`config.mk`:
```
export PLATFORM = sky130hd
export DESIGN_NAME = nvs_seq
export DESIGN_NICKNAME = d
export VERILOG_FILES = /design/src/nvs_pkg.sv /design/src/nvs_timer.sv /design/src/nvs_seq.sv
export SDC_FILE = /design/constraint.sdc
export NUM_CORES = 1
export LEC_CHECK = 0
export ABC_AREA = 1
export BUFFER_PORTS_ARGS = -buffer_cell sky130_fd_sc_hd__buf_2
export CORE_MARGIN = 2
export CORE_UTILIZATION = 54
export DETAILED_ROUTE_END_ITERATION = 10
export GPL_TIMING_DRIVEN = 1
export PLACE_DENSITY = 0.87
export SYNTH_ARGS = -nofsm -noshare
export SYNTH_HDL_FRONTEND = slang
export SYNTH_SLANG_ARGS = --single-unit
```
`constraint.sdc`:
```
create_clock -name clk_in -period 1.5 [get_ports clk_in]
set_input_delay 0.15 -clock clk_in [delete_from_list [all_inputs] [get_ports clk_in]]
set_output_delay 0.15 -clock clk_in [all_outputs]
set_load 0.05 [all_outputs]
```
`src/nvs_pkg.sv`:
```
// Constants, types and timing for the store/recall sequencer.
// Assumes a single 10 MHz clock and a synchronous active-low reset.
// Functional notes
// - A power-loss or pin-requested store is skipped when no SRAM write happened since the last store or recall.
// - Once a pin or power-loss store is triggered, SRAM writes stay enabled for at most 25 ns; the code keeps them enabled for one 100 ns cycle.
// - Reads and writes are ignored during store, during recall and while the supply is below trip; a store ends within 8 ms.
// - The power-up recall ends within 20 ms, or 40 ms on the low-voltage variant, counted from the supply rising above trip.
// - After the store/busy pin returns high the device is ready for access within 5 us; after a store or recall the code opens access 5.5 us later.
// - The device drives the store/busy pin high for no more than 500 ns before releasing it.
// - After a sleep command the low-power state is reached within 8 ms.
// - Wake from sleep ends within 20 ms, or 40 ms on the low-voltage variant.
// - After a bus stop condition the device enters standby within 100 us.
// - A software command sequence is acted on within 500 us.
// - Bus data access is locked until a software store or recall ends; a recall ends within 600 us.
// - SRAM access stays disabled while an outside agent holds the store/busy pin low.
package nvs_pkg;

  // ----------------------------------------------------------------
  // Clock and times
  // ----------------------------------------------------------------
  localparam int CLK_HZ = 10_000_000;
  localparam int CNT_W = 20;
  localparam int STORE_MAX_MS = 8;
  localparam int PU_MAX_MS = 20;
  localparam int PU_LV_MAX_MS = 40;
  localparam int RECALL_MAX_US = 600;
  localparam int SLEEP_MAX_MS = 8;
  localparam int DELAY_MAX_NS = 25;
  localparam int REL_MAX_US = 5;
  localparam int HIDRV_MAX_NS = 500;
  // Supply sense passes two flops, then one edge to leave OFF
  localparam int SYNC_CYC = 3;

  // Longest times round down, never below one cycle
  localparam int STORE_CYC = STORE_MAX_MS * (CLK_HZ / 1000);
  localparam int PU_CYC = PU_MAX_MS * (CLK_HZ / 1000);
  localparam int PU_LV_CYC = PU_LV_MAX_MS * (CLK_HZ / 1000);
  localparam int RECALL_CYC = RECALL_MAX_US * (CLK_HZ / 1_000_000);
  localparam int SLEEP_CYC = SLEEP_MAX_MS * (CLK_HZ / 1000);
  localparam int DELAY_RAW = DELAY_MAX_NS * (CLK_HZ / 1_000_000) / 1000;
  localparam int DELAY_CYC = (DELAY_RAW < 1) ? 1 : DELAY_RAW;
  localparam int REL_CYC = REL_MAX_US * (CLK_HZ / 1_000_000);
  localparam int HIDRV_CYC = HIDRV_MAX_NS * (CLK_HZ / 1_000_000) / 1000;

  // ----------------------------------------------------------------
  // Types
  // ----------------------------------------------------------------
  typedef enum logic [3:0] {
    NVS_OFF      = 4'h0,
    NVS_PWRUP    = 4'h1,
    NVS_HIGHDRV  = 4'h3,
    NVS_RELEASE  = 4'h2,
    NVS_READY    = 4'h6,
    NVS_GRACE    = 4'h7,
    NVS_STORE    = 4'h5,
    NVS_RECALL   = 4'h4,
    NVS_SLEEP_IN = 4'hC,
    NVS_SLEEP    = 4'hD,
    NVS_WAKE     = 4'hF
  } nvs_st_t;

  typedef struct packed {
    logic load;
    logic [CNT_W-1:0] val;
  } nvs_tmr_req_t;

  typedef struct packed {
    logic [CNT_W-1:0] cnt;
    logic done;
  } nvs_tmr_t;

  localparam nvs_tmr_t NVS_TMR_RST = '{cnt: '0, done: 1'b0};

  typedef struct packed {
    nvs_st_t st;
    logic vcc_m;
    logic vcc_s;
    logic pin_m;
    logic pin_s;
    logic dirty;
    logic auto_st;
    logic standby;
    logic access;
    logic wr_en;
    logic pin_o;
    logic pin_oe;
    logic sleep;
  } nvs_state_t;

  localparam nvs_state_t NVS_STATE_RST = '{
    st: NVS_OFF, vcc_m: 1'b0, vcc_s: 1'b0, pin_m: 1'b1, pin_s: 1'b1,
    dirty: 1'b0, auto_st: 1'b0, standby: 1'b0, access: 1'b0,
    wr_en: 1'b0, pin_o: 1'b0, pin_oe: 1'b0, sleep: 1'b0};

endpackage

```
`src/nvs_timer.sv`:
```
// Loadable down-counter that pulses done when a loaded span expires.
// Assumes the same clock, reset and clock enable as the sequencer.
`timescale 1ns/10ps
module nvs_timer
  import nvs_pkg::*;
(
  input wire logic clk_in,
  input wire logic nrst_in,
  input wire logic ce_in,
  input wire nvs_pkg::nvs_tmr_req_t req_in,
  output logic done_out
);
  import nvs_pkg::*;

  nvs_tmr_t s_q;
  nvs_tmr_t s_d;

  // Done shows in the Nth cycle after a load of N, so the owner's
  // state lasts exactly N cycles; a load of 1 flags done at once
  always_comb
  begin
    s_d = s_q;
    s_d.done = 1'b0;
    if (req_in.load)
    begin
      s_d.cnt = req_in.val;
      s_d.done = (req_in.val == CNT_W'(1));
    end
    else if (s_q.cnt != '0)
    begin
      s_d.cnt = s_q.cnt - CNT_W'(1);
      s_d.done = (s_q.cnt == CNT_W'(2));
    end
  end

  always_ff @(posedge clk_in)
  begin
    if (!nrst_in)
      s_q <= NVS_TMR_RST;
    else if (ce_in)
      s_q <= s_d;
  end

  assign done_out = s_q.done;

endmodule

```
`src/nvs_seq.sv`:
```
// Store/recall sequencer of a nonvolatile SRAM.
// Assumes the supply-ok and store/busy pins are asynchronous, while the
// write strobe and command pulses come from logic on clk_in.
`timescale 1ns/10ps
module nvs_seq
  import nvs_pkg::*;
#(
  parameter bit LOW_VCC_VARIANT = 1'b0,
  parameter int STORE_CYCLES = STORE_CYC,
  parameter int PU_CYCLES = PU_CYC,
  parameter int PU_LV_CYCLES = PU_LV_CYC,
  parameter int RECALL_CYCLES = RECALL_CYC,
  parameter int SLEEP_CYCLES = SLEEP_CYC
)
(
  input wire logic clk_in,
  input wire logic nrst_in,
  input wire logic ce_in,
  input wire logic vcc_ok_in,
  input wire logic store_busy_pin_n_in,
  input wire logic sram_write_in,
  input wire logic sw_store_in,
  input wire logic sw_recall_in,
  input wire logic sleep_cmd_in,
  input wire logic wake_in,
  input wire logic bus_stop_in,
  input wire logic bus_start_in,
  output logic store_busy_pin_n_out,
  output logic store_busy_pin_n_oe_out,
  output logic access_en_out,
  output logic write_en_out,
  output logic dirty_out,
  output logic standby_out,
  output logic sleep_out
);
  import nvs_pkg::*;

  // ----------------------------------------------------------------
  // State and timer
  // ----------------------------------------------------------------
  localparam logic [CNT_W-1:0] ST_LD = CNT_W'(STORE_CYCLES);
  localparam logic [CNT_W-1:0] RC_LD = CNT_W'(RECALL_CYCLES);
  localparam logic [CNT_W-1:0] SL_LD = CNT_W'(SLEEP_CYCLES);
  localparam logic [CNT_W-1:0] PU_LD =
    LOW_VCC_VARIANT ? CNT_W'(PU_LV_CYCLES) : CNT_W'(PU_CYCLES);
  // Recall span counts from the supply edge, so the sense flops and
  // the exit from OFF are taken off the timer
  localparam logic [CNT_W-1:0] PR_LD = PU_LD - CNT_W'(SYNC_CYC);
  localparam logic [CNT_W-1:0] HH_LD = CNT_W'(HIDRV_CYC);
  localparam logic [CNT_W-1:0] LZ_LD = CNT_W'(REL_CYC);
  localparam logic [CNT_W-1:0] DL_LD = CNT_W'(DELAY_CYC);

  nvs_state_t s_q;
  nvs_state_t s_d;
  nvs_tmr_req_t tmr_req;
  logic tmr_done;
  logic wr_ok;
  logic clr;

  nvs_timer u_timer (
    .clk_in(clk_in),
    .nrst_in(nrst_in),
    .ce_in(ce_in),
    .req_in(tmr_req),
    .done_out(tmr_done)
  );

  // ----------------------------------------------------------------
  // Next state
  // ----------------------------------------------------------------
  always_comb
  begin
    s_d = s_q;
    tmr_req = '{load: 1'b0, val: '0};
    clr = 1'b0;
    s_d.vcc_m = vcc_ok_in;
    s_d.vcc_s = s_q.vcc_m;
    s_d.pin_m = store_busy_pin_n_in;
    s_d.pin_s = s_q.pin_m;
    wr_ok = sram_write_in && s_q.wr_en;
    unique case (s_q.st)
      NVS_OFF:
      begin
        if (s_q.vcc_s)
        begin
          s_d.st = NVS_PWRUP;
          tmr_req = '{load: 1'b1, val: PR_LD};
        end
      end
      NVS_PWRUP, NVS_RECALL:
      begin
        if (!s_q.vcc_s)
          s_d.st = NVS_OFF;
        else if (tmr_done)
        begin
          clr = 1'b1;
          s_d.st = NVS_HIGHDRV;
          tmr_req = '{load: 1'b1, val: HH_LD};
        end
      end
      NVS_READY:
      begin
        if (bus_stop_in)
          s_d.standby = 1'b1;
        else if (bus_start_in)
          s_d.standby = 1'b0;
        if (!s_q.vcc_s)
        begin
          s_d.st = s_q.dirty ? NVS_GRACE : NVS_OFF;
          s_d.auto_st = 1'b1;
          tmr_req = '{load: 1'b1, val: DL_LD};
        end
        else if (!s_q.pin_s)
        begin
          if (s_q.dirty)
          begin
            s_d.st = NVS_GRACE;
            s_d.auto_st = 1'b0;
            tmr_req = '{load: 1'b1, val: DL_LD};
          end
        end
        else if (sw_store_in)
        begin
          s_d.st = NVS_STORE;
          s_d.auto_st = 1'b0;
          tmr_req = '{load: 1'b1, val: ST_LD};
        end
        else if (sw_recall_in)
        begin
          s_d.st = NVS_RECALL;
          tmr_req = '{load: 1'b1, val: RC_LD};
        end
        else if (sleep_cmd_in)
        begin
          s_d.st = NVS_SLEEP_IN;
          tmr_req = '{load: 1'b1, val: SL_LD};
        end
      end
      NVS_GRACE:
      begin
        if (tmr_done)
        begin
          s_d.st = NVS_STORE;
          tmr_req = '{load: 1'b1, val: ST_LD};
        end
      end
      NVS_STORE:
      begin
        if (tmr_done)
        begin
          clr = 1'b1;
          if (s_q.auto_st || !s_q.vcc_s)
            s_d.st = NVS_OFF;
          else
          begin
            s_d.st = NVS_HIGHDRV;
            tmr_req = '{load: 1'b1, val: HH_LD};
          end
        end
      end
      NVS_HIGHDRV:
      begin
        if (tmr_done)
        begin
          s_d.st = NVS_RELEASE;
          tmr_req = '{load: 1'b1, val: LZ_LD};
        end
      end
      NVS_RELEASE:
      begin
        if (tmr_done)
          s_d.st = NVS_READY;
      end
      NVS_SLEEP_IN:
      begin
        if (tmr_done)
          s_d.st = NVS_SLEEP;
      end
      NVS_SLEEP:
      begin
        if (!s_q.vcc_s)
          s_d.st = NVS_OFF;
        else if (wake_in)
        begin
          s_d.st = NVS_WAKE;
          tmr_req = '{load: 1'b1, val: PU_LD};
        end
      end
      NVS_WAKE:
      begin
        if (tmr_done)
          s_d.st = NVS_READY;
      end
      default:
      begin
        s_d.st = NVS_OFF;
      end
    endcase
    s_d.dirty = wr_ok || (s_q.dirty && !clr);
    s_d.access = (s_d.st == NVS_READY) && s_d.vcc_s && s_d.pin_s;
    s_d.wr_en = s_d.access || (s_d.st == NVS_GRACE);
    s_d.pin_oe = (s_d.st inside {NVS_PWRUP, NVS_GRACE, NVS_STORE,
                                 NVS_RECALL, NVS_HIGHDRV});
    s_d.pin_o = (s_d.st == NVS_HIGHDRV);
    s_d.sleep = (s_d.st == NVS_SLEEP);
    if (s_d.st != NVS_READY)
      s_d.standby = 1'b0;
  end

  always_ff @(posedge clk_in)
  begin
    if (!nrst_in)
      s_q <= NVS_STATE_RST;
    else if (ce_in)
      s_q <= s_d;
  end

  assign store_busy_pin_n_out = s_q.pin_o;
  assign store_busy_pin_n_oe_out = s_q.pin_oe;
  assign access_en_out = s_q.access;
  assign write_en_out = s_q.wr_en;
  assign dirty_out = s_q.dirty;
  assign standby_out = s_q.standby;
  assign sleep_out = s_q.sleep;

  // ----------------------------------------------------------------
  // Checks
  // ----------------------------------------------------------------
  logic [CNT_W-1:0] dwell_q;
  always_ff @(posedge clk_in)
  begin
    if (!nrst_in)
      dwell_q <= '0;
    else if (ce_in)
      dwell_q <= (s_d.st != s_q.st) ? '0 : dwell_q + CNT_W'(1);
  end

  property p_skip_clean;
    @(posedge clk_in) disable iff (!nrst_in || !ce_in)
    (s_q.st == NVS_READY && !s_q.dirty && !wr_ok)
      |=> s_q.st != NVS_GRACE;
  endproperty
  a_skip_clean: assert property (p_skip_clean)
    else $error("store started with clean array");

  property p_grace;
    @(posedge clk_in) disable iff (!nrst_in || !ce_in)
    $rose(s_q.st == NVS_GRACE) |-> write_en_out ##1 s_q.st == NVS_STORE;
  endproperty
  a_grace: assert property (p_grace)
    else $error("write window not one cycle");

  property p_no_access;
    @(posedge clk_in) disable iff (!nrst_in || !ce_in)
    (s_q.st inside {NVS_STORE, NVS_RECALL, NVS_PWRUP} || !s_q.vcc_s)
      |-> !access_en_out;
  endproperty
  a_no_access: assert property (p_no_access)
    else $error("access during busy or low supply");

  property p_store_len;
    @(posedge clk_in) disable iff (!nrst_in || !ce_in)
    s_q.st == NVS_STORE |-> dwell_q < ST_LD;
  endproperty
  a_store_len: assert property (p_store_len)
    else $error("store too long");

  property p_pwrup_len;
    @(posedge clk_in) disable iff (!nrst_in || !ce_in)
    s_q.st == NVS_PWRUP |-> dwell_q < PR_LD;
  endproperty
  a_pwrup_len: assert property (p_pwrup_len)
    else $error("power-up recall too long");

  property p_ready_after;
    @(posedge clk_in) disable iff (!nrst_in || !ce_in)
    $fell(s_q.st == NVS_HIGHDRV) && s_q.vcc_s
      |-> ##[1:50] s_q.st == NVS_READY;
  endproperty
  a_ready_after: assert property (p_ready_after)
    else $error("not ready after pin release");

  property p_high_drive;
    @(posedge clk_in) disable iff (!nrst_in || !ce_in)
    $rose(store_busy_pin_n_oe_out && store_busy_pin_n_out)
      |-> ##[1:5] !store_busy_pin_n_oe_out;
  endproperty
  a_high_drive: assert property (p_high_drive)
    else $error("pin driven high too long");

  property p_recall_len;
    @(posedge clk_in) disable iff (!nrst_in || !ce_in)
    s_q.st == NVS_RECALL |-> dwell_q < RC_LD;
  endproperty
  a_recall_len: assert property (p_recall_len)
    else $error("recall too long");

  property p_pin_lock;
    @(posedge clk_in) disable iff (!nrst_in || !ce_in)
    !s_q.pin_s |-> !access_en_out;
  endproperty
  a_pin_lock: assert property (p_pin_lock)
    else $error("access while pin held low");

  property p_dirty;
    @(posedge clk_in) disable iff (!nrst_in || !ce_in)
    wr_ok |=> dirty_out;
  endproperty
  a_dirty: assert property (p_dirty)
    else $error("write did not set dirty");

  property p_busy_low;
    @(posedge clk_in) disable iff (!nrst_in || !ce_in)
    s_q.st inside {NVS_STORE, NVS_RECALL, NVS_PWRUP}
      |-> store_busy_pin_n_oe_out && !store_busy_pin_n_out;
  endproperty
  a_busy_low: assert property (p_busy_low)
    else $error("pin not low while busy");

  property p_standby;
    @(posedge clk_in) disable iff (!nrst_in || !ce_in)
    (s_q.st == NVS_READY && s_d.st == NVS_READY && bus_stop_in)
      |=> standby_out;
  endproperty
  a_standby: assert property (p_standby)
    else $error("standby not entered");

  c_pwrup: cover property (@(posedge clk_in) disable iff (!nrst_in)
    s_q.st == NVS_RELEASE ##1 s_q.st == NVS_READY);
  c_hw_store: cover property (@(posedge clk_in) disable iff (!nrst_in)
    !s_q.pin_s && s_q.st == NVS_GRACE);
  c_recall: cover property (@(posedge clk_in) disable iff (!nrst_in)
    $fell(s_q.st == NVS_RECALL));
  c_wake: cover property (@(posedge clk_in) disable iff (!nrst_in)
    $fell(s_q.st == NVS_WAKE));

endmodule

```
==> insert_results.sql, run 1 <==
INSERT INTO impl_metrics (metric_group, metric, value, unit) VALUES
('status', 'stop_error', '[ERROR GRT-0232] Routing congestion too high. Check the congestion heatmap in the GUI.', ''),
('grt', 'maximum_number_of_pins_on_one_net_before_global_route_repair', '21', ''),
('synth', 'unique_cell_type_count_in_the_yosys_netlist', '34', ''),
('synth', 'synth_top_flop_cell', 'sky130_fd_sc_hd__dfxtp_1', ''),
('synth', 'synth_most_common_cell', 'sky130_fd_sc_hd__nor2_1', ''),
('grt', 'groute.usage.overall', '74.3', '%'),
('synth', 'post_synth.cell_area_avg', '6.23', 'sq um'),
('die', 'pin_count', '19', ''),
('synth', 'yosysWarnings', '0', ''),
('status', 'status', 'stopped before the end', ''),
('cts', 'numCtsBuffers', '5', ''),
('synth', 'synthArstFlopShare', '0', '%'),
('placement', 'port_buffers', '18', ''),
('synth', 'synth.ff_latch_count', '37', ''),
('sta', 'globalroute.repair_timing.worst_endpoint', 'u_timer.s_q[14]$_SDFFE_PN0P_/D', ''),
('placement', 'pre_cts_slack', '-0.269', 'ns'),
('cts', 'cts_hold_buffers', '0', ''),
('synth', 'post_synth_most_frequent_cells', '90 x sky130_fd_sc_hd__nor2_1, 70 x sky130_fd_sc_hd__nand2_1, 37 x sky130_fd_sc_hd__dfxtp_1', ''),
('cts', 'tritoncts_num_sinks', '37', ''),
('status', 'stopping_stage', '5_1_grt', ''),
('die', 'start_util', '57.1', '%'),
('cts', 'cts.path.max_buffers', '2', ''),
('placement', 'dpl.hpwl', '6020', 'um'),
('sta', 'worst_endpoint_kind', 'sequential cell input', ''),
('synth', 'synth_largest_type_area_fraction', '29.2', '%'),
('grt', 'grt_remaining_overflow', '4', ''),
('die', 'die_w', '72.6', 'um'),
('die', 'die_y', '72.6', 'um'),
('die', 'rows', '24', ''),
('synth', 'number_of_enable_type_register_cells_in_the_synthesized_netlist', '0', ''),
('synth', 'netlist_top_cells_area', 'sky130_fd_sc_hd__dfxtp_1 29%, sky130_fd_sc_hd__nor2_1 13%, sky130_fd_sc_hd__nand2_1 10%', ''),
('synth', 'mappedNetlistArea', '0.00254', 'sq mm'),
('synth', 'synth.largest_area_cell', 'sky130_fd_sc_hd__dfxtp_1', ''),
('synth', 'synth-seq-area-share', '29.2', '%'),
('placement', 'gp_congestion', '1.06', ''),
('cts', 'htree_levels', '2', ''),
('synth', 'synth_fp_nets', '422', ''),
('synth', 'syn_inst', '407', ''),
('cts', 'cell_at_the_root_of_the_clock_tree', 'sky130_fd_sc_hd__clkbuf_8', '');
## layer usage
metal,track usage (%),overflow
met1,77.3,0
met2,88.4,3
met3,62.4,0
met4,67.1,1
met5,21.2,0
## per-stage QoR
step                utilization (%)  setup TNS, ns  cells  hold WS (ns)  instance area (sq um)
CTS                            87.1          -3.58    568        0.0636                   3870
global placement               73.7          -4.47    544         0.359                   3280
floorplan                         -          -1.35    407         0.276                   2570
detailed placement             73.7          -5.80    544         0.369                   3280
## repair_timing
action	in CTS
gates cloned	4
setup buffers	13
setup endpoints to repair	30
pin swaps	30
gates resized for setup	109
## cells by family after synthesis
group           count (synthesis)  share of synthesized area (%)
buf+inv                        55                           9.22
simple gates                  218                           37.9
compound gates                 76                           16.0
xor+xnor                       18                           6.21
fa+ha+maj                       3                           1.48
flops                          37                           29.2
==> run 2: changes to the inputs <==
--- a/config.mk
+++ b/config.mk
@@ -8,10 +8,10 @@
 export ABC_AREA = 1
 export BUFFER_PORTS_ARGS = -buffer_cell sky130_fd_sc_hd__buf_2
 export CORE_MARGIN = 2
-export CORE_UTILIZATION = 54
+export CORE_UTILIZATION = 40
 export DETAILED_ROUTE_END_ITERATION = 10
 export GPL_TIMING_DRIVEN = 1
-export PLACE_DENSITY = 0.87
+export PLACE_DENSITY_LB_ADDON = 0.15
 export SYNTH_ARGS = -nofsm -noshare
 export SYNTH_HDL_FRONTEND = slang
 export SYNTH_SLANG_ARGS = --single-unit
==> constraint.sdc (replaced) <==
create_clock -name clk_in -period 1.95 [get_ports clk_in]
set_input_delay 0.195 -clock clk_in [delete_from_list [all_inputs] [get_ports clk_in]]
set_output_delay 0.195 -clock clk_in [all_outputs]
set_load 0.05 [all_outputs]
==> run 2 against run 1 <==
The flow now finishes without violations. Area after synthesis stayed put. Synthesized cell count stayed put.
==> insert_results.sql, run 2 <==
INSERT INTO impl_metrics (metric_group, metric, value, unit) VALUES
('synth', 'syn_inst', '407', ''),
('sta', 'final-max-slew-violation-count', '0', ''),
('final_layout', 'largest_reg_flops', '20', ''),
('setup_path', 'reg2reg_slack', '0.15', 'ns'),
('final_layout', 'area_growth_syn_to_layout', '14.4', '%'),
('final_layout', 'largest_register', 'u_timer.s_q', ''),
('placement', 'place_inst', '508', ''),
('grt', 'maximum_number_of_pins_on_one_net_before_global_route_repair', '25', ''),
('grt', 'groute.usage.overall', '20.5', '%'),
('die', 'rows', '29', ''),
('route', 'postRouteWirelength', '7060', 'um'),
('setup_path', 'crit_buf_inv', '3', ''),
('setup_path', 'most_frequent_cell_on_the_critical_path', 'sky130_fd_sc_hd__nand2_1', ''),
('setup_path', 'worstSetupStartpointType', 'register', ''),
('cts', 'cts.path.max_buffers', '2', ''),
('status', 'status', 'finished clean', ''),
('route', 'drc', '0', ''),
('setup_path', 'path_cells', 'nand2_1 -> inv_1 -> nand3_1 -> nand2_1 -> nor2_2 -> nand2_2 -> nor2_8 -> inv_4 -> nand2_4 -> nand2_8 -> inv_8 -> nand2_1 -> a21oi_1', ''),
('cts', 'cts.clk_slew.worst_paths', '0.08', 'ns'),
('synth', 'synth_most_common_cell', 'sky130_fd_sc_hd__nor2_1', ''),
('final_layout', 'mostFrequentLayoutCell', 'sky130_fd_sc_hd__nor2_1', ''),
('synth', 'synthArstFlopShare', '0', '%'),
('cts', 'cell_at_the_root_of_the_clock_tree', 'sky130_fd_sc_hd__clkbuf_8', ''),
('cts', 'post_cts_buffers', '0', ''),
('sta', 'fin_setup_tns', '0', 'ns'),
('synth', 'synth_adder_area_share', '1.48', '%'),
('synth', 'synth_compound_area_share', '16.0', '%'),
('final_layout', 'n_antenna_cell', '0', ''),
('cts', 'tritoncts_num_sinks', '37', ''),
('sta', 'slew_headroom', '71.5', '%'),
('synth', 'synth.ff_latch_count', '37', ''),
('die', 'design.core.area', '0.00624', 'sq mm'),
('setup_path', 'worst_path_class_setup', 'register to register', ''),
('die', 'start_util', '40.7', '%'),
('die', 'pin_count', '19', ''),
('synth', 'synth_top_family_by_area', 'simple AND/OR/NAND/NOR gates', ''),
('sta', 'timing.final.setup_violations', '0', ''),
('flow_run', 'cap_violations', '0', ''),
('synth', 'synth.largest_area_cell', 'sky130_fd_sc_hd__dfxtp_1', ''),
('final_layout', 'layout.cells.most_common_list', '89 x sky130_fd_sc_hd__nor2_1, 69 x sky130_fd_sc_hd__nand2_1, 36 x sky130_fd_sc_hd__inv_1, 35 x sky130_fd_sc_hd__dfxtp_1, 33 x sky130_fd_sc_hd__o21ai_0', ''),
('synth', 'synth_fp_nets', '422', ''),
('worst_hold_path', 'timing.hold.worst.class', 'primary input to register', ''),
('sta', 'final_period_minus_worst_setup_slack', '1.80', 'ns'),
('power', 'power.density', '797', 'mW/mm^2'),
('synth', 'post_synth.cell_area_avg', '6.23', 'sq um'),
('die', 'die_y', '83.6', 'um'),
('synth', 'unique_cell_type_count_in_the_yosys_netlist', '34', ''),
('worst_hold_path', 'worst_hold_path.endpoint', 's_d[8]', ''),
('sta', 'hold_viol_final', '0', ''),
('placement', 'gp_congestion', '0.973', ''),
('cts', 'htree_levels', '2', ''),
('sta', 'tightest_slew', '0.427', 'ns'),
('setup_path', 'critical_path.startpoint', 's_q[12]', ''),
('power', 'p_leak', '1.40', 'nW'),
('grt', 'antenna_found_initial', '0', ''),
('sta', 'rsz0062_at_grt', 'true', ''),
('placement', 'dpl.hpwl', '5290', 'um'),
('worst_hold_path', 'hp-start', 'store_busy_pin_n_in', ''),
('setup_path', 'cpMaxStageDelayCell', 'sky130_fd_sc_hd__dfxtp_1', ''),
('sta', 'timing.clock.skew', '0.00442', 'ns'),
('final_layout', 'post_route_cells_drive_above_1_share', '16.4', '%'),
('synth', 'synth_xor_xnor_area_share', '6.21', '%'),
('setup_path', 'arrival', '2.03', 'ns'),
('sta', 'finalCritPeriodShare', '92.3', '%'),
('setup_path', 'cp_peak_stage_delay', '0.36', 'ns'),
('synth', 'synthSimpleGateAreaFrac', '37.9', '%'),
('setup_path', 'timing.rr.end', 'u_timer.s_q[19]', ''),
('final_layout', 'finish.utilization', '46.5', '%'),
('setup_path', 'worstReg2RegStart', 's_q[12]', ''),
('grt', 'grt_pass1_vias', '2422', ''),
('grt', 'grt_remaining_overflow', '0', ''),
('placement', 'pre_cts_slack', '0.0550', 'ns'),
('synth', 'synth-seq-area-share', '29.2', '%'),
('grt', 'grt_pass1_wl', '11700', 'um'),
('die', 'die_area', '0.00700', 'sq mm'),
('synth', 'synth_largest_type_area_fraction', '29.2', '%'),
('final_layout', 'layout.nets', '453', ''),
('sta', 'max_freq', '556', 'MHz'),
('route', 'post_drt_wl_per_cell', '13.7', 'um'),
('synth', 'mux_cell_area_share_after_synthesis', '0', '%'),
('route', 'avgViaCountPerCell', '5.18', ''),
('final_layout', 'layout.cells.non_filler', '516', ''),
('cts', 'numCtsBuffers', '5', ''),
('setup_path', 'path_max_fanout', '19', ''),
('placement', 'port_buffers', '18', ''),
('synth', 'post_synth_most_frequent_cells', '90 x sky130_fd_sc_hd__nor2_1, 70 x sky130_fd_sc_hd__nand2_1, 37 x sky130_fd_sc_hd__dfxtp_1', ''),
('route', 'vias', '2674', ''),
('final_layout', 'finish.instance_area', '0.00290', 'sq mm'),
('sta', 'postLayoutSetupSlackWorst', '0.150', 'ns'),
('worst_hold_path', 'holdPathStages', '3', ''),
('power', 'power.ir.vdd_worst', '0.301', 'mV'),
('setup_path', 'required_time_of_the_critical_path', '2.18', 'ns'),
('synth', 'synth_top_flop_cell', 'sky130_fd_sc_hd__dfxtp_1', ''),
('route', 'detail-route-antenna-nets', '0', ''),
('synth', 'yosysWarnings', '0', ''),
('final_layout', 'layout.filler_cells', '679', ''),
('synth', 'mappedNetlistArea', '0.00254', 'sq mm'),
('setup_path', 'reg2reg_depth', '13', ''),
('synth', 'number_of_enable_type_register_cells_in_the_synthesized_netlist', '0', ''),
('setup_path', 'critPathCaptureType', 'register', ''),
('route', 'drt-pass1-iter-count', '5', ''),
('cts', 'clock_tree_from_tritoncts', 'done', ''),
('route', 'drt-initial-drc-count', '244', ''),
('cts', 'insertion_delay', '0.30', 'ns'),
('synth', 'netlist_top_cells_area', 'sky130_fd_sc_hd__dfxtp_1 29%, sky130_fd_sc_hd__nor2_1 13%, sky130_fd_sc_hd__nand2_1 10%', ''),
('die', 'die_w', '83.6', 'um'),
('placement', 'placedInstanceArea', '0.00279', 'sq mm'),
('setup_path', 'critical_path.top_delay_family', 'simple AND/OR/NAND/NOR gates', '');
## run 2: where the power goes
part / switching, mW / internal, mW / leakage, nW
clock: 0.310 / 0.247 / 0.0439
sequential: 0.0905 / 0.832 / 0.305
combinational: 0.515 / 0.319 / 1.05
total: 0.916 / 1.40 / 1.40
## run 2: worst max-delay path by stage
stage / cells after the start / slack (ns) / end
2_1_floorplan: 11 / 0.22 / u_timer.s_q[8]
3_3_place_gp: 12 / 0.06 / u_timer.s_q[5]
3_5_place_dp: 13 / 0.05 / u_timer.s_q[3]
4_1_cts: 13 / 0.02 / u_timer.s_q[6]
5_1_grt: 13 / -0.02 / u_timer.s_q[11]
6_report: 13 / 0.15 / u_timer.s_q[19]
## run 2: cell type report
class / count / area, sq um / area share, %
multi-input combinational: 315 / 1590 / 54.6
sequential: 37 / 743 / 25.6
timing repair buffer: 35 / 218 / 7.50
inverter: 44 / 175 / 6.03
tap: 77 / 96.3 / 3.32
clock buffer: 5 / 68.8 / 2.37
clock inverter: 3 / 17.5 / 0.603
## run 2: worst reg2reg max path, stage by stage (launching register included)
cell,delay (ns)
sky130_fd_sc_hd__dfxtp_1,0.36
sky130_fd_sc_hd__nand2_1,0.15
sky130_fd_sc_hd__inv_1,0.09
sky130_fd_sc_hd__nand3_1,0.13
sky130_fd_sc_hd__nand2_1,0.08
sky130_fd_sc_hd__nor2_2,0.09
sky130_fd_sc_hd__nand2_2,0.09
sky130_fd_sc_hd__nor2_8,0.19
sky130_fd_sc_hd__inv_4,0.05
sky130_fd_sc_hd__nand2_4,0.08
sky130_fd_sc_hd__nand2_8,0.11
sky130_fd_sc_hd__inv_8,0.15
sky130_fd_sc_hd__nand2_1,0.07
sky130_fd_sc_hd__a21oi_1,0.11
## run 2: cell families (layout without fill, tap and decap cells)
| kind of cell | count (synthesis) | in the layout |
|---|---|---|
| adder cells (fa/ha/maj) | 3 | 3 |
| AO/OA/AOI/OAI | 76 | 76 |
| XOR/XNOR | 18 | 18 |
| AND/OR/NAND/NOR | 218 | 218 |
| flip-flops | 37 | 37 |
| buffers and inverters | 55 | 87 |
## run 2: stage by stage
stage,hold WS (ns),power (mW)
floorplan,0.321,1.53
global placement,0.417,1.75
detailed placement,0.409,1.75
CTS,0.0965,2.31
global route,0.112,2.47
finish,0.104,2.31
## run 2: what timing repair did
action	CTS	global route
setup endpoints to repair	0	24
resized for setup	0	8
hold buffers	0	0
## run 2: layer usage
metal | part of all wire, % | global-route usage (%) | vias to the layer above | wire [um]
met5 | 0 | 0 | - | 0
met4 | 1.8 | 5.43 | 0 | 124
met3 | 6.8 | 3.66 | 15 | 478
met2 | 42 | 30.0 | 96 | 2940
met1 | 50 | 30.8 | 1183 | 3510
li1 | - | - | 1380 | -
Note: power is estimated with default switching activity, not from simulation.
==> run 3: changes to the inputs <==
--- a/config.mk
+++ b/config.mk
@@ -7,6 +7,8 @@
 export LEC_CHECK = 0
 export ABC_AREA = 1
 export BUFFER_PORTS_ARGS = -buffer_cell sky130_fd_sc_hd__buf_2
+export CELL_PAD_IN_SITES_DETAIL_PLACEMENT = 0
+export CELL_PAD_IN_SITES_GLOBAL_PLACEMENT = 1
 export CORE_MARGIN = 2
 export CORE_UTILIZATION = 40
 export DETAILED_ROUTE_END_ITERATION = 10
==> run 3 against run 2 <==
Sequential share of layout area shrank 0.63 points. Clock power grew 46%. Sequential power is essentially flat. Non-clock buffer count grew 5. Total power grew 11%. Global-route usage grew 0.63 points. Combinational power grew 0.7%. Critical path type unchanged.
==> insert_results.sql, run 3 (synthesized netlist as in run 2, its figures left out) <==
INSERT INTO impl_metrics (metric_group, metric, value, unit) VALUES
('sta', 'finalCritPeriodShare', '93.2', '%'),
('route', 'vias', '2639', ''),
('die', 'die_y', '83.6', 'um'),
('sta', 'hold_viol_final', '0', ''),
('flow_run', 'cap_violations', '0', ''),
('power', 'power.share.clock', '31.6', '%'),
('cts', 'numCtsBuffers', '5', ''),
('route', 'top_layer', 'met4', ''),
('route', 'met3RoutedLength', '394', 'um'),
('sta', 'timing.clock.skew', '0.00449', 'ns'),
('placement', 'dpl.hpwl', '5350', 'um'),
('power', 'power.density', '856', 'mW/mm^2'),
('final_layout', 'largest_reg_flops', '20', ''),
('setup_path', 'worstSetupStartpointType', 'register', ''),
('die', 'rows', '29', ''),
('route', 'detail-route-antenna-nets', '0', ''),
('power', 'power.ir.vdd_worst', '0.353', 'mV'),
('route', 'drc', '0', ''),
('route', 'met1_length', '3740', 'um'),
('die', 'start_util', '40.7', '%'),
('grt', 'maximum_number_of_pins_on_one_net_before_global_route_repair', '25', ''),
('power', 'p_leak', '1.45', 'nW'),
('power', 'comb_power_share', '32.7', '%'),
('sta', 'tightest_slew', '0.406', 'ns'),
('route', 'route.met2.wl', '2900', 'um'),
('route', 'post_drt_wl_per_cell', '13.7', 'um'),
('worst_hold_path', 'timing.hold.worst.class', 'primary input to register', ''),
('cts', 'htree_levels', '2', ''),
('cts', 'cell_at_the_root_of_the_clock_tree', 'sky130_fd_sc_hd__clkbuf_8', ''),
('final_layout', 'finish.instance_area', '0.00300', 'sq mm'),
('die', 'pin_count', '19', ''),
('placement', 'placedInstanceArea', '0.00281', 'sq mm'),
('cts', 'insertion_delay', '0.30', 'ns'),
('cts', 'cts_hold_buffers', '0', ''),
('die', 'die_w', '83.6', 'um'),
('placement', 'gp_congestion', '0.929', ''),
('setup_path', 'cpMaxStageDelayCell', 'sky130_fd_sc_hd__dfxtp_2', ''),
('die', 'design.core.area', '0.00624', 'sq mm'),
('setup_path', 'path_max_fanout', '19', ''),
('power', 'total_power', '2.57', 'mW'),
('grt', 'grt_pass1_vias', '2404', ''),
('status', 'status', 'finished clean', ''),
('setup_path', 'required_time_of_the_critical_path', '2.14', 'ns'),
('grt', 'antenna_found_initial', '0', ''),
('cts', 'tritoncts_num_sinks', '37', ''),
('final_layout', 'area_growth_syn_to_layout', '18.3', '%'),
('final_layout', 'layout.cells.most_common_list', '88 x sky130_fd_sc_hd__nor2_1, 68 x sky130_fd_sc_hd__nand2_1, 36 x sky130_fd_sc_hd__inv_1, 33 x sky130_fd_sc_hd__o21ai_0, 32 x sky130_fd_sc_hd__dfxtp_1', ''),
('setup_path', 'path_cells', 'nor2_1 -> nand2_1 -> nand2_2 -> nand3_1 -> nand2_2 -> nor2_8 -> inv_4 -> nand2_4 -> nand2_8 -> inv_6 -> nor2_1 -> nor2_1', ''),
('final_layout', 'post_route_cells_drive_above_1_share', '18.9', '%'),
('final_layout', 'n_antenna_cell', '0', ''),
('grt', 'grt_remaining_overflow', '0', ''),
('cts', 'clock_tree_from_tritoncts', 'done', ''),
('cts', 'cts.clk_slew.worst_paths', '0.08', 'ns'),
('setup_path', 'worst_path_class_setup', 'register to register', ''),
('die', 'die_area', '0.00700', 'sq mm'),
('sta', 'final_period_minus_worst_setup_slack', '1.82', 'ns'),
('power', 'sw_frac_of_total', '35.3', '%'),
('route', 'postRouteWirelength', '7140', 'um'),
('placement', 'port_buffers', '18', ''),
('sta', 'max_freq', '550', 'MHz'),
('route', 'drt-initial-drc-count', '198', ''),
('route', 'drt-pass1-iter-count', '5', ''),
('sta', 'rsz0062_at_grt', 'false', ''),
('cts', 'cts.path.max_buffers', '2', ''),
('power', 'p_seq_share', '35.8', '%'),
('sta', 'minimum_hold_slack', '0.116', 'ns'),
('power', 'total_net_switching_power', '0.907', 'mW'),
('grt', 'grt_pass1_wl', '11900', 'um'),
('final_layout', 'mostFrequentLayoutCell', 'sky130_fd_sc_hd__nor2_1', ''),
('setup_path', 'most_frequent_cell_on_the_critical_path', 'sky130_fd_sc_hd__nor2_1', ''),
('final_layout', 'largest_register', 'u_timer.s_q', ''),
('sta', 'fin_setup_tns', '0', 'ns'),
('grt', 'groute.usage.overall', '21.1', '%'),
('sta', 'slew_headroom', '72.6', '%'),
('sta', 'final-max-slew-violation-count', '0', ''),
('setup_path', 'crit_buf_inv', '2', ''),
('setup_path', 'arrival', '2.01', 'ns'),
('route', 'avgViaCountPerCell', '5.07', ''),
('final_layout', 'layout.nets', '458', ''),
('power', 'internal-power', '1.66', 'mW'),
('setup_path', 'cp_peak_stage_delay', '0.35', 'ns'),
('setup_path', 'critPathCaptureType', 'register', ''),
('setup_path', 'critical_path.top_delay_family', 'simple AND/OR/NAND/NOR gates', ''),
('sta', 'timing.final.setup_violations', '0', '');
## run 3: cell types whose count changed in the layout (fill, tap and decap cells not counted), moves of 2 or more
cell                        change
sky130_fd_sc_hd__buf_4          +5
sky130_fd_sc_hd__bufinv_16      +2
sky130_fd_sc_hd__dfxtp_1        -3
sky130_fd_sc_hd__dfxtp_2        +2
sky130_fd_sc_hd__nand3_1        -2
sky130_fd_sc_hd__nand3_2        +2
sky130_fd_sc_hd__nor2_2         +2
## run 3: tightest hold or removal path, cell delays in order
cell                      delay, ns
sky130_fd_sc_hd__buf_2         0.08
sky130_fd_sc_hd__nand2_1       0.04
sky130_fd_sc_hd__nand3_1       0.07
## run 3: path summary, 6_finish.rpt
check | from | endpoint | slack, ns | depth (start not counted)
setup / recovery | s_q[12] | u_timer.s_q[5] | 0.13 | 12
hold reg to reg | store_busy_pin_n_out | store_busy_pin_n_out | 0.46 | 2
hold / removal | store_busy_pin_n_in | s_d[8] | 0.12 | 3
setup reg to reg | s_q[12] | u_timer.s_q[5] | 0.13 | 12
## run 3: metal layers
layer | vias up | track usage [%]
met3 | 11 | 3.76
met2 | 100 | 29.2
li1 | 1382 | -
met5 | - | 0
met1 | 1146 | 32.4
met4 | 0 | 7.62
## run 3: stage by stage
stage | setup WS (ns) | util, % | std cells
after detailed placement | 0.0839 | 44.9 | 510
after global routing | 0.000576 | 48.1 | 521
after global placement | 0.0219 | 44.9 | 510
final | 0.133 | 48.1 | 521
after floorplan | 0.216 | - | 407
after CTS | 0.0676 | 47.1 | 518
## run 3: power by group through the flow
| stage | clock (mW) | combinational [mW] | sequential (mW) |
|---|---|---|---|
| finish | 0.812 | 0.840 | 0.919 |
| CTS | 0.825 | 0.818 | 0.917 |
| global placement | 0 | 0.818 | 0.935 |
| floorplan | 0 | 0.600 | 0.930 |
| global route | 0.858 | 0.950 | 0.934 |
| detailed placement | 0 | 0.810 | 0.933 |
## run 3: final cells by class
| class | count | area, sq um |
|---|---|---|
| tap | 77 | 96.3 |
| clock buffer | 5 | 68.8 |
| sequential | 37 | 749 |
| inverter | 44 | 173 |
| multi-input combinational | 315 | 1600 |
| clock inverter | 3 | 65.1 |
| fill | 652 | 3240 |
| timing repair buffer | 40 | 255 |
## run 3: repair_timing
item,in CTS,in global routing
resized for setup,0,14
setup buffers,0,3
setup endpoints to repair,0,24
